**src/isp_pkg.sv**
```systemverilog
package isp_pkg;
	localparam int ADDR_W = 12;
	localparam logic [7:0] KEY_FIRST = 8'h87;
	localparam logic [7:0] KEY_SECOND = 8'h59;
	localparam logic [7:0] IDX_PROG_CTRL = 8'hbf;
	localparam logic [7:0] IDX_KEY = 8'hc0;
	localparam logic [7:0] IDX_ADDR_HI = 8'hc4;
	localparam logic [7:0] IDX_ADDR_LO = 8'hc5;
	localparam logic [7:0] IDX_DATA = 8'hc6;
	localparam logic [7:0] IDX_ROM_CTRL = 8'hc7;
	localparam logic [7:0] IDX_STATUS = 8'hc8;
	localparam int PCR_ENABLE = 0;
	localparam int PCR_BOOTSEL = 1;
	localparam int PCR_AUX = 4;
	localparam int PCR_RUNBANK = 5;
	localparam int PCR_SWRST = 7;
	localparam logic [7:0] PCR_WRITE_MASK = 8'h9b;
	localparam logic [7:0] PCR_RESET = 8'h08;
	localparam int RC_BANK = 6;
	localparam int RC_OE = 5;
	localparam int RC_CE = 4;
	localparam logic [7:0] RC_WRITE_MASK = 8'h7f;
	localparam logic [7:0] BYTE_RESET = 8'h00;
	localparam logic [3:0] CODE_READ = 4'h0;
	localparam logic [3:0] CODE_PROG = 4'h1;
	localparam logic [3:0] CODE_ERASE = 4'h2;
	localparam logic [15:0] LOADER_ADDR_MASK = 16'h0fff;
	localparam logic [1:0] RESP_OKAY = 2'h0;
	localparam logic [1:0] RESP_SLVERR = 2'h2;
	typedef enum logic [1:0] {OP_NONE, OP_READ, OP_PROG, OP_ERASE} op_t;
	typedef enum logic [1:0] {KEY_LOCKED, KEY_HALF, KEY_OPEN} key_t;

	// Decode a control byte into a flash operation
	function automatic op_t decode_op(input logic [7:0] c);
		op_t r;
		r = OP_NONE;
		if (c[3:0] == CODE_ERASE && c[RC_OE] && !c[RC_CE]) begin
			r = OP_ERASE;
		end
		if (c[3:0] == CODE_PROG && c[RC_OE] && !c[RC_CE]) begin
			r = OP_PROG;
		end
		if (c[3:0] == CODE_READ && !c[RC_OE] && !c[RC_CE]) begin
			r = OP_READ;
		end
		return r;
	endfunction
endpackage

```
**src/isp_flash_if.sv**
```systemverilog
`timescale 1ns/1ns
interface isp_flash_if;
	logic start;
	logic [7:0] ctrl;
	logic [7:0] addrHi;
	logic [7:0] addrLo;
	logic [7:0] wdata;
	logic busy;
	logic rdValid;
	logic [7:0] rdata;
	modport ctl(output start, ctrl, addrHi, addrLo, wdata,
		input busy, rdValid, rdata);
	modport seq(input start, ctrl, addrHi, addrLo, wdata,
		output busy, rdValid, rdata);
endinterface

```
**src/flash_sequencer.sv**
```systemverilog
`timescale 1ns/1ns
module flash_sequencer (
	input wire logic sys_clk,
	input wire logic nrst,
	input wire logic ce,
	isp_flash_if.seq fl,
	output logic [15:0] flashAddr,
	output logic [7:0] flashWdata,
	output logic flashBankSel,
	output logic flashOutputEnable,
	output logic flashChipEnable,
	output logic [3:0] flashCode,
	output logic flashStart,
	input wire logic [7:0] flashRdata,
	input wire logic flashDone
);
	typedef enum logic {SQ_IDLE, SQ_RUN} seq_t;
	seq_t state_ff, nxt_state;
	isp_pkg::op_t op_ff, nxt_op;
	logic [15:0] addr_ff, nxt_addr;
	logic [7:0] wdata_ff, nxt_wdata, rdata_ff, nxt_rdata;
	logic [7:0] ctrl_ff, nxt_ctrl;
	logic start_ff, nxt_start, rdValid_ff, nxt_rdValid;

	always_comb begin
		nxt_state = state_ff;
		nxt_op = op_ff;
		nxt_addr = addr_ff;
		nxt_wdata = wdata_ff;
		nxt_rdata = rdata_ff;
		nxt_ctrl = ctrl_ff;
		nxt_start = 1'b0;
		nxt_rdValid = 1'b0;
		case (state_ff)
			SQ_IDLE: begin
				if (fl.start) begin
					nxt_op = isp_pkg::decode_op(fl.ctrl);
					nxt_ctrl = fl.ctrl;
					nxt_addr = {fl.addrHi, fl.addrLo};
					if (fl.ctrl[isp_pkg::RC_BANK]) begin
						nxt_addr = {fl.addrHi, fl.addrLo} &
							isp_pkg::LOADER_ADDR_MASK;
					end
					nxt_wdata = fl.wdata;
					if (isp_pkg::decode_op(fl.ctrl) != isp_pkg::OP_NONE) begin
						nxt_state = SQ_RUN;
						nxt_start = 1'b1;
					end
				end
			end
			SQ_RUN: begin
				if (flashDone) begin
					nxt_state = SQ_IDLE;
					if (op_ff == isp_pkg::OP_READ) begin
						nxt_rdata = flashRdata;
						nxt_rdValid = 1'b1;
					end
				end
			end
			default: nxt_state = SQ_IDLE;
		endcase
	end

	always_ff @(posedge sys_clk or negedge nrst) begin
		if (!nrst) begin
			state_ff <= SQ_IDLE;
			op_ff <= isp_pkg::OP_NONE;
			addr_ff <= 16'h0000;
			wdata_ff <= isp_pkg::BYTE_RESET;
			rdata_ff <= isp_pkg::BYTE_RESET;
			ctrl_ff <= isp_pkg::BYTE_RESET;
			start_ff <= 1'b0;
			rdValid_ff <= 1'b0;
		end else if (ce) begin
			state_ff <= nxt_state;
			op_ff <= nxt_op;
			addr_ff <= nxt_addr;
			wdata_ff <= nxt_wdata;
			rdata_ff <= nxt_rdata;
			ctrl_ff <= nxt_ctrl;
			start_ff <= nxt_start;
			rdValid_ff <= nxt_rdValid;
		end
	end

	assign flashAddr = addr_ff;
	assign flashWdata = wdata_ff;
	assign flashStart = start_ff;
	assign flashBankSel = ctrl_ff[isp_pkg::RC_BANK];
	assign flashOutputEnable = (state_ff == SQ_RUN) ?
		ctrl_ff[isp_pkg::RC_OE] : 1'b1;
	assign flashChipEnable = (state_ff == SQ_RUN) ?
		ctrl_ff[isp_pkg::RC_CE] : 1'b1;
	assign flashCode = ctrl_ff[3:0];
	assign fl.busy = (state_ff == SQ_RUN);
	assign fl.rdValid = rdValid_ff;
	assign fl.rdata = rdata_ff;
endmodule

```
**src/isp_flash_access_control.sv**
```systemverilog
`timescale 1ns/1ns
module isp_flash_access_control (
	input wire logic sys_clk,
	input wire logic nrst,
	input wire logic ce,
	input wire logic [11:0] s_axi_awaddr,
	input wire logic s_axi_awvalid,
	output logic s_axi_awready,
	input wire logic [31:0] s_axi_wdata,
	input wire logic [3:0] s_axi_wstrb,
	input wire logic s_axi_wvalid,
	output logic s_axi_wready,
	output logic [1:0] s_axi_bresp,
	output logic s_axi_bvalid,
	input wire logic s_axi_bready,
	input wire logic [11:0] s_axi_araddr,
	input wire logic s_axi_arvalid,
	output logic s_axi_arready,
	output logic [31:0] s_axi_rdata,
	output logic [1:0] s_axi_rresp,
	output logic s_axi_rvalid,
	input wire logic s_axi_rready,
	input wire logic cpuIdle,
	input wire logic cpuWake,
	output logic pcClear,
	output logic fetchFromLoader,
	output logic softwareReset,
	output logic auxRamEnable,
	output logic [15:0] flashAddr,
	output logic [7:0] flashWdata,
	output logic flashBankSel,
	output logic flashOutputEnable,
	output logic flashChipEnable,
	output logic [3:0] flashCode,
	output logic flashStart,
	input wire logic [7:0] flashRdata,
	input wire logic flashDone
);
	isp_flash_if fl();

	// Bus state
	logic awHeld_ff, nxt_awHeld, wHeld_ff, nxt_wHeld;
	logic [11:0] awAddr_ff, nxt_awAddr;
	logic [7:0] wData_ff, nxt_wData;
	logic wStrb_ff, nxt_wStrb;
	logic bvalid_ff, nxt_bvalid, rvalid_ff, nxt_rvalid;
	logic [1:0] bresp_ff, nxt_bresp, rresp_ff, nxt_rresp;
	logic [7:0] rdata_ff, nxt_rdata;
	logic wrFire;

	// Core state
	isp_pkg::key_t key_ff, nxt_key;
	logic [7:0] pcr_ff, nxt_pcr, romCtrl_ff, nxt_romCtrl;
	logic [7:0] addrHi_ff, nxt_addrHi, addrLo_ff, nxt_addrLo;
	logic [7:0] data_ff, nxt_data;
	logic progMode_ff, nxt_progMode, opPending_ff, nxt_opPending;
	logic pcClear_ff, nxt_pcClear, software_reset_bit_ff, nxt_software_reset_bit;
	logic opStart;

	function automatic logic is_mapped(input logic [11:0] a);
		logic [7:0] i;
		i = a[9:2];
		return a[11:10] == 2'b00 &&
			(i == isp_pkg::IDX_PROG_CTRL || i == isp_pkg::IDX_KEY ||
			i == isp_pkg::IDX_ADDR_HI || i == isp_pkg::IDX_ADDR_LO ||
			i == isp_pkg::IDX_DATA || i == isp_pkg::IDX_ROM_CTRL ||
			i == isp_pkg::IDX_STATUS);
	endfunction

	function automatic logic [7:0] read_reg(input logic [11:0] a,
		input logic [7:0] pcr, input logic [7:0] rc,
		input logic [7:0] ah, input logic [7:0] al,
		input logic [7:0] d, input logic [7:0] st);
		logic [7:0] r;
		r = 8'h00;
		case (a[9:2])
			isp_pkg::IDX_PROG_CTRL: r = pcr;
			isp_pkg::IDX_ADDR_HI: r = ah;
			isp_pkg::IDX_ADDR_LO: r = al;
			isp_pkg::IDX_DATA: r = d;
			isp_pkg::IDX_ROM_CTRL: r = rc;
			isp_pkg::IDX_STATUS: r = st;
			default: r = 8'h00;
		endcase
		return r;
	endfunction

	logic [7:0] pcrView, statusView;
	always_comb begin
		pcrView = pcr_ff & isp_pkg::PCR_WRITE_MASK;
		pcrView[isp_pkg::PCR_RUNBANK] = progMode_ff;
		statusView = {4'h0, fl.busy, opPending_ff, progMode_ff,
			key_ff == isp_pkg::KEY_OPEN};
	end

	assign s_axi_awready = ce && !awHeld_ff && !bvalid_ff;
	assign s_axi_wready = ce && !wHeld_ff && !bvalid_ff;
	assign s_axi_arready = ce && !rvalid_ff;
	assign wrFire = awHeld_ff && wHeld_ff && !bvalid_ff;

	always_comb begin
		nxt_awHeld = awHeld_ff;
		nxt_awAddr = awAddr_ff;
		nxt_wHeld = wHeld_ff;
		nxt_wData = wData_ff;
		nxt_wStrb = wStrb_ff;
		nxt_bvalid = bvalid_ff;
		nxt_bresp = bresp_ff;
		nxt_rvalid = rvalid_ff;
		nxt_rresp = rresp_ff;
		nxt_rdata = rdata_ff;
		if (s_axi_awvalid && s_axi_awready) begin
			nxt_awHeld = 1'b1;
			nxt_awAddr = s_axi_awaddr;
		end
		if (s_axi_wvalid && s_axi_wready) begin
			nxt_wHeld = 1'b1;
			nxt_wData = s_axi_wdata[7:0];
			nxt_wStrb = s_axi_wstrb[0];
		end
		if (wrFire) begin
			nxt_awHeld = 1'b0;
			nxt_wHeld = 1'b0;
			nxt_bvalid = 1'b1;
			nxt_bresp = is_mapped(awAddr_ff) ? isp_pkg::RESP_OKAY :
				isp_pkg::RESP_SLVERR;
		end
		if (bvalid_ff && s_axi_bready) begin
			nxt_bvalid = 1'b0;
		end
		if (s_axi_arvalid && s_axi_arready) begin
			nxt_rvalid = 1'b1;
			nxt_rresp = is_mapped(s_axi_araddr) ? isp_pkg::RESP_OKAY :
				isp_pkg::RESP_SLVERR;
			nxt_rdata = read_reg(s_axi_araddr, pcrView, romCtrl_ff,
				addrHi_ff, addrLo_ff, data_ff, statusView);
		end
		if (rvalid_ff && s_axi_rready) begin
			nxt_rvalid = 1'b0;
		end
	end

	always_ff @(posedge sys_clk or negedge nrst) begin
		if (!nrst) begin
			awHeld_ff <= 1'b0;
			awAddr_ff <= 12'h000;
			wHeld_ff <= 1'b0;
			wData_ff <= isp_pkg::BYTE_RESET;
			wStrb_ff <= 1'b0;
			bvalid_ff <= 1'b0;
			bresp_ff <= isp_pkg::RESP_OKAY;
			rvalid_ff <= 1'b0;
			rresp_ff <= isp_pkg::RESP_OKAY;
			rdata_ff <= isp_pkg::BYTE_RESET;
		end else if (ce) begin
			awHeld_ff <= nxt_awHeld;
			awAddr_ff <= nxt_awAddr;
			wHeld_ff <= nxt_wHeld;
			wData_ff <= nxt_wData;
			wStrb_ff <= nxt_wStrb;
			bvalid_ff <= nxt_bvalid;
			bresp_ff <= nxt_bresp;
			rvalid_ff <= nxt_rvalid;
			rresp_ff <= nxt_rresp;
			rdata_ff <= nxt_rdata;
		end
	end

	assign s_axi_bvalid = bvalid_ff;
	assign s_axi_bresp = bresp_ff;
	assign s_axi_rvalid = rvalid_ff;
	assign s_axi_rresp = rresp_ff;
	assign s_axi_rdata = {24'h000000, rdata_ff};

	always_comb begin
		nxt_key = key_ff;
		nxt_pcr = pcr_ff;
		nxt_romCtrl = romCtrl_ff;
		nxt_addrHi = addrHi_ff;
		nxt_addrLo = addrLo_ff;
		nxt_data = data_ff;
		nxt_progMode = progMode_ff;
		nxt_opPending = opPending_ff;
		nxt_pcClear = 1'b0;
		nxt_software_reset_bit = 1'b0;
		opStart = 1'b0;
		if (opPending_ff && cpuIdle && !fl.busy) begin
			opStart = 1'b1;
			nxt_opPending = 1'b0;
		end
		// New control write wins over launch
		if (wrFire && wStrb_ff && is_mapped(awAddr_ff)) begin
			case (awAddr_ff[9:2])
				isp_pkg::IDX_KEY: begin
					if (wData_ff == isp_pkg::KEY_FIRST) begin
						nxt_key = isp_pkg::KEY_HALF;
					end else if (wData_ff == isp_pkg::KEY_SECOND &&
						key_ff == isp_pkg::KEY_HALF) begin
						nxt_key = isp_pkg::KEY_OPEN;
					end else begin
						nxt_key = isp_pkg::KEY_LOCKED;
					end
				end
				isp_pkg::IDX_PROG_CTRL: begin
					if (key_ff == isp_pkg::KEY_OPEN) begin
						// Aux RAM and fixed bit stored
						nxt_pcr = wData_ff & isp_pkg::PCR_WRITE_MASK;
						nxt_software_reset_bit = wData_ff[isp_pkg::PCR_ENABLE] &&
							wData_ff[isp_pkg::PCR_BOOTSEL] &&
							wData_ff[isp_pkg::PCR_SWRST];
					end
				end
				isp_pkg::IDX_ROM_CTRL: begin
					nxt_romCtrl = wData_ff & isp_pkg::RC_WRITE_MASK;
					nxt_opPending = progMode_ff;
				end
				isp_pkg::IDX_ADDR_HI: nxt_addrHi = wData_ff;
				isp_pkg::IDX_ADDR_LO: nxt_addrLo = wData_ff;
				isp_pkg::IDX_DATA: nxt_data = wData_ff;
				default: nxt_key = key_ff;
			endcase
		end
		// Read result captured over software write
		if (fl.rdValid) begin
			nxt_data = fl.rdata;
		end
		// Enter at wake, not at write
		if (pcr_ff[isp_pkg::PCR_ENABLE] && !progMode_ff &&
			cpuIdle && cpuWake) begin
			nxt_progMode = 1'b1;
			nxt_pcClear = 1'b1;
		end
		if (software_reset_bit_ff) begin
			nxt_key = isp_pkg::KEY_LOCKED;
			nxt_pcr = isp_pkg::PCR_RESET;
			nxt_romCtrl = isp_pkg::BYTE_RESET;
			nxt_addrHi = isp_pkg::BYTE_RESET;
			nxt_addrLo = isp_pkg::BYTE_RESET;
			nxt_data = isp_pkg::BYTE_RESET;
			nxt_progMode = 1'b0;
			nxt_opPending = 1'b0;
			nxt_pcClear = 1'b0;
			opStart = 1'b0;
		end
	end

	always_ff @(posedge sys_clk or negedge nrst) begin
		if (!nrst) begin
			key_ff <= isp_pkg::KEY_LOCKED;
			pcr_ff <= isp_pkg::PCR_RESET;
			romCtrl_ff <= isp_pkg::BYTE_RESET;
			addrHi_ff <= isp_pkg::BYTE_RESET;
			addrLo_ff <= isp_pkg::BYTE_RESET;
			data_ff <= isp_pkg::BYTE_RESET;
			progMode_ff <= 1'b0;
			opPending_ff <= 1'b0;
			pcClear_ff <= 1'b0;
			software_reset_bit_ff <= 1'b0;
		end else if (ce) begin
			key_ff <= nxt_key;
			pcr_ff <= nxt_pcr;
			romCtrl_ff <= nxt_romCtrl;
			addrHi_ff <= nxt_addrHi;
			addrLo_ff <= nxt_addrLo;
			data_ff <= nxt_data;
			progMode_ff <= nxt_progMode;
			opPending_ff <= nxt_opPending;
			pcClear_ff <= nxt_pcClear;
			software_reset_bit_ff <= nxt_software_reset_bit;
		end
	end

	assign fl.start = opStart;
	assign fl.ctrl = romCtrl_ff;
	assign fl.addrHi = addrHi_ff;
	assign fl.addrLo = addrLo_ff;
	assign fl.wdata = data_ff;

	assign fetchFromLoader = progMode_ff;
	assign pcClear = pcClear_ff;
	// Reset pulse returns to application bank
	assign softwareReset = software_reset_bit_ff;
	assign auxRamEnable = pcr_ff[isp_pkg::PCR_AUX];

	flash_sequencer seq (
		.sys_clk(sys_clk),
		.nrst(nrst),
		.ce(ce),
		.fl(fl),
		.flashAddr(flashAddr),
		.flashWdata(flashWdata),
		.flashBankSel(flashBankSel),
		.flashOutputEnable(flashOutputEnable),
		.flashChipEnable(flashChipEnable),
		.flashCode(flashCode),
		.flashStart(flashStart),
		.flashRdata(flashRdata),
		.flashDone(flashDone)
	);
endmodule

```
**config.mk**
```make
export PLATFORM = sky130hd
export DESIGN_NAME = isp_flash_access_control
export DESIGN_NICKNAME = d
export VERILOG_FILES = /design/src/isp_pkg.sv /design/src/isp_flash_if.sv /design/src/flash_sequencer.sv /design/src/isp_flash_access_control.sv
export SDC_FILE = /design/constraint.sdc
export NUM_CORES = 1
export LEC_CHECK = 0
export BUFFER_PORTS_ARGS = -buffer_cell sky130_fd_sc_hd__buf_2
export CAP_MARGIN = 20
export CORE_UTILIZATION = 45
export CTS_BUF_LIST = sky130_fd_sc_hd__clkbuf_16
export CTS_CLUSTER_DIAMETER = 120
export CTS_CLUSTER_SIZE = 20
export DETAILED_ROUTE_END_ITERATION = 7
export PLACE_DENSITY_LB_ADDON = 0.1
export SLEW_MARGIN = 20
export SYNTH_ARGS = -nofsm -noshare
export SYNTH_HDL_FRONTEND = slang
export SYNTH_SLANG_ARGS = --single-unit
```
**constraint.sdc**
```tcl
create_clock -name sys_clk -period 2.18 [get_ports sys_clk]
set_clock_uncertainty 0.1 [all_clocks]
set_input_delay 0.109 -clock sys_clk [delete_from_list [all_inputs] [get_ports sys_clk]]
set_output_delay 0.109 -clock sys_clk [all_outputs]
set_load 0.02 [all_outputs]
```
==> insert_results.sql <==
INSERT INTO impl_metrics (metric_group, metric, value, unit) VALUES
('clock_network', 'cts.reportedPaths.clkPinSlew', '50', 'ps'),
('route', 'drt-vias-per-instance', '5.29', ''),
('setup_path', 'critical_path_required', '2380', 'ps'),
('layout', 'layout_commonest_cell', 'sky130_fd_sc_hd__dfrtp_1', ''),
('setup_path', 'worstPathMaxFanout', '8', ''),
('synthesis', 'synth_compound_gate_area_share', '10.1', '%'),
('timing', 'report.final.hold_viol_count', '0', ''),
('pwr', 'clock_power_share', '32.8', '%'),
('floorplanning', 'chipWidth', '115', 'um'),
('pwr', 'power_switching', '2.73', 'mW'),
('route', 'ant_nets', '0', ''),
('timing', 'post-route-period-util', '90.4', '%'),
('floorplanning', 'core', '0.0122', 'mm2'),
('pwr', 'leakage', '3.59', 'nW'),
('clock_network', 'cts_inserted_buffers', '17', ''),
('route', 'drt_drc_violations_left', '0', ''),
('global_routing', 'grt_start_max_net_pins', '49', ''),
('setup_path', 'cp_slowest_cell', 'sky130_fd_sc_hd__and4b_1', ''),
('clock_network', 'post-cts-setup-buffers', '0', ''),
('global_routing', 'number_of_global_route_vias_before_repair', '4390', ''),
('floorplanning', 'cell_row_count', '40', ''),
('synthesis', 'post_synth_and_or_nand_nor_area_fraction', '13.8', '%'),
('placed_design', 'dp_hpwl', '9910', 'um'),
('clock_network', 'cts.sinks', '119', ''),
('synthesis', 'main_combinational_cell_family_by_area_after_synthesis', 'multiplexers', ''),
('synthesis', 'synthXorXnorAreaFrac', '0.305', '%'),
('clock_network', 'clock_latency', '420', 'ps'),
('setup_path', 'worst-path-buf-inv', '0', ''),
('layout', 'fin_area', '0.00727', 'mm2'),
('floorplanning', 'initial_core_util', '47.0', '%'),
('setup_path', 'timing.critical_path.slowest_cell_delay', '460', 'ps'),
('setup_path', 'crit_family', 'simple AND/OR/NAND/NOR gates', ''),
('setup_path', 'critical_path_class', 'reg -> reg', ''),
('timing', 'report.final.setup_viol', '0', ''),
('synthesis', 'ranking_of_synthesized_cells_by_area', 'sky130_fd_sc_hd__dfrtp_1, sky130_fd_sc_hd__mux2_2, sky130_fd_sc_hd__mux2i_1', ''),
('pwr', 'cellInternalPower', '5.54', 'mW'),
('layout', 'area_delta_synth_final', '26.5', '%'),
('floorplanning', 'floorplan.die.height', '115', 'um'),
('global_routing', 'number_of_antenna_violations_at_the_first_check_in_global_routing', '0', ''),
('synthesis', 'synth_cells', '506', ''),
('clock_network', 'h-tree-depth', '4', ''),
('floorplanning', 'die_area', '0.0132', 'mm2'),
('layout', 'antenna_cells', '0', ''),
('synthesis', 'synth.mux.area_fraction', '16.3', '%'),
('setup_path', 'end_kind', 'flip-flop', ''),
('placed_design', 'post_dp_cell_area', '0.00633', 'mm2'),
('layout', 'fillcell_total', '1080', ''),
('clock_network', 'clockRootBuffer', 'sky130_fd_sc_hd__clkbuf_16', ''),
('synthesis', 'synth_area', '0.00575', 'mm2'),
('setup_path', 'crit_path_cell_trace', 'and4b_1, nand4_4, o21ai_4, mux2_2', ''),
('layout', 'register_area', '0.00298', 'mm2'),
('global_routing', 'gr-total-overflow', '0', ''),
('synthesis', 'synth_ff_type', 'sky130_fd_sc_hd__dfrtp_1', ''),
('placed_design', 'gp_congestion', '0.818', ''),
('pwr', 'p_seq_share', '41.4', '%'),
('pwr', 'swShare', '33.0', '%'),
('synthesis', 'synth_cell_type_count', '64', ''),
('clock_network', 'cts_hold_repair.buffers', '37', ''),
('timing', 'maxSlewViolCount', '0', ''),
('timing', 'max_freq', '507', 'MHz'),
('setup_path', 'setup.worst_path.start_class', 'flip-flop', ''),
('timing', 'slew_margin_rel', '58.0', '%'),
('timing', 'final.setup.tns', '0', 'ps'),
('layout', 'most-common-layout-cells', 'sky130_fd_sc_hd__dfrtp_1, sky130_fd_sc_hd__buf_2, sky130_fd_sc_hd__mux2_2, sky130_fd_sc_hd__nand2_1, sky130_fd_sc_hd__dlygate4sd3_1', ''),
('pwr', 'vdd_drop_max', '0.835', 'mV'),
('outcome', 'status', 'finished, final reports clean', ''),
('synthesis', 'netlist.top_cell.by_area', 'sky130_fd_sc_hd__dfrtp_1', ''),
('route', 'routed_wire_length_per_instance', '17.5', 'um'),
('pwr', 'p_comb_share', '25.8', '%'),
('synthesis', 'synth_sequential_area_ratio', '51.9', '%'),
('synthesis', 'async_flop_share', '100', '%');
-- kinds of logic (layout without fill, tap and decap cells) --
kind of cell    Yosys count  after routing
compound gates           86             86
xor+xnor                  2              2
buf+inv                  77            201
flops                   119            119
mux                      82             82
other cells               1             26
simple gates            139            139
-- registers in the layout, summed over array words and instances, names as in the netlist, 2 cells and up --
register / flops
seq.fl.rdata: 8
seq.flashWdata: 8
addrLo_ff: 8
seq.flashAddr: 16
addrHi_ff: 8
rdata_ff: 8
awAddr_ff: 10
wData_ff: 8
data_ff: 8
seq.op_ff: 2
key_ff: 2
fl.ctrl: 7
seq.ctrl_ff: 7
pcr_ff: 5
-- layer usage --
layer | global-route usage [%] | share of wire, % | vias to the layer above
met5 | 0 | 0 | -
met4 | 10.6 | 1.7 | 0
met3 | 6.17 | 5.5 | 18
met2 | 37.6 | 48 | 138
met1 | 31.2 | 44 | 2160
li1 | - | - | 2039
-- worst paths after layout --
check / from / to / slack [ps] / cells after the start
hold reg to reg: seq.flashAddr[12] / seq.flashAddr[12] / 370 / 2
min in group asynchronous: nrst / seq.ctrl_ff[0] / 90 / 2
max in group asynchronous: nrst / pcr_ff[3] / 1220 / 3
setup reg to reg: s_axi_bvalid / data_ff[6] / 210 / 4
hold / removal: s_axi_araddr[4] / s_axi_rresp[1] / 40 / 4
setup / recovery: s_axi_bvalid / data_ff[6] / 210 / 4
-- Yosys cell counts (6+ instances only) --
master                     instances
sky130_fd_sc_hd__mux2_2           50
sky130_fd_sc_hd__dfrtp_1         118
sky130_fd_sc_hd__clkbuf_1         11
sky130_fd_sc_hd__a22o_1            8
sky130_fd_sc_hd__and4_1            6
sky130_fd_sc_hd__o22ai_1          18
sky130_fd_sc_hd__nand2b_1          8
sky130_fd_sc_hd__nor3_1            8
sky130_fd_sc_hd__mux2i_1          27
sky130_fd_sc_hd__inv_1            22
sky130_fd_sc_hd__nand2_1          43
sky130_fd_sc_hd__o21ai_0          32
sky130_fd_sc_hd__buf_4            31
sky130_fd_sc_hd__nor2_1           24
sky130_fd_sc_hd__buf_2            10
sky130_fd_sc_hd__nor2b_1           6
sky130_fd_sc_hd__nand3_1           8
-- area by class of cell --
type                            count  area share (%)
Clock buffer                       17            5.85
Clock inverter                     13            1.94
Inverter                           22            1.14
Multi-Input combinational cell    335            33.4
Sequential cell                   119            41.0
Tap cell                          168            2.89
Timing Repair Buffer              149            13.8
-- power groups by stage --
| stage | Clock, mW | Sequential [mW] | Combinational [mW] |
|---|---|---|---|
| after CTS | 2.76 | 3.41 | 2.16 |
| after detailed placement | 0 | 3.44 | 2.10 |
| after global routing | 2.86 | 3.51 | 2.34 |
| after global placement | 0 | 3.42 | 2.06 |
| final | 2.71 | 3.42 | 2.14 |
| after floorplan | 0 | 3.53 | 1.17 |
-- per-stage QoR --
| step | instances | setup WS (ps) | util [%] |
|---|---|---|---|
| 2_1_floorplan | 531 | 332 | - |
| 3_3_place_gp | 756 | 255 | 51.9 |
| 3_5_place_dp | 756 | 195 | 51.9 |
| 4_1_cts | 823 | 212 | 59.5 |
| 5_1_grt | 823 | 102 | 59.5 |
| 6_report | 823 | 209 | 59.5 |
-- tightest hold or removal path, cell delays in order --
cell,delay (ps)
sky130_fd_sc_hd__buf_2,130
sky130_fd_sc_hd__nor2_1,90
sky130_fd_sc_hd__a211o_1,130
sky130_fd_sc_hd__a2bb2oi_1,60
Note: power is estimated with default switching activity, not from simulation.
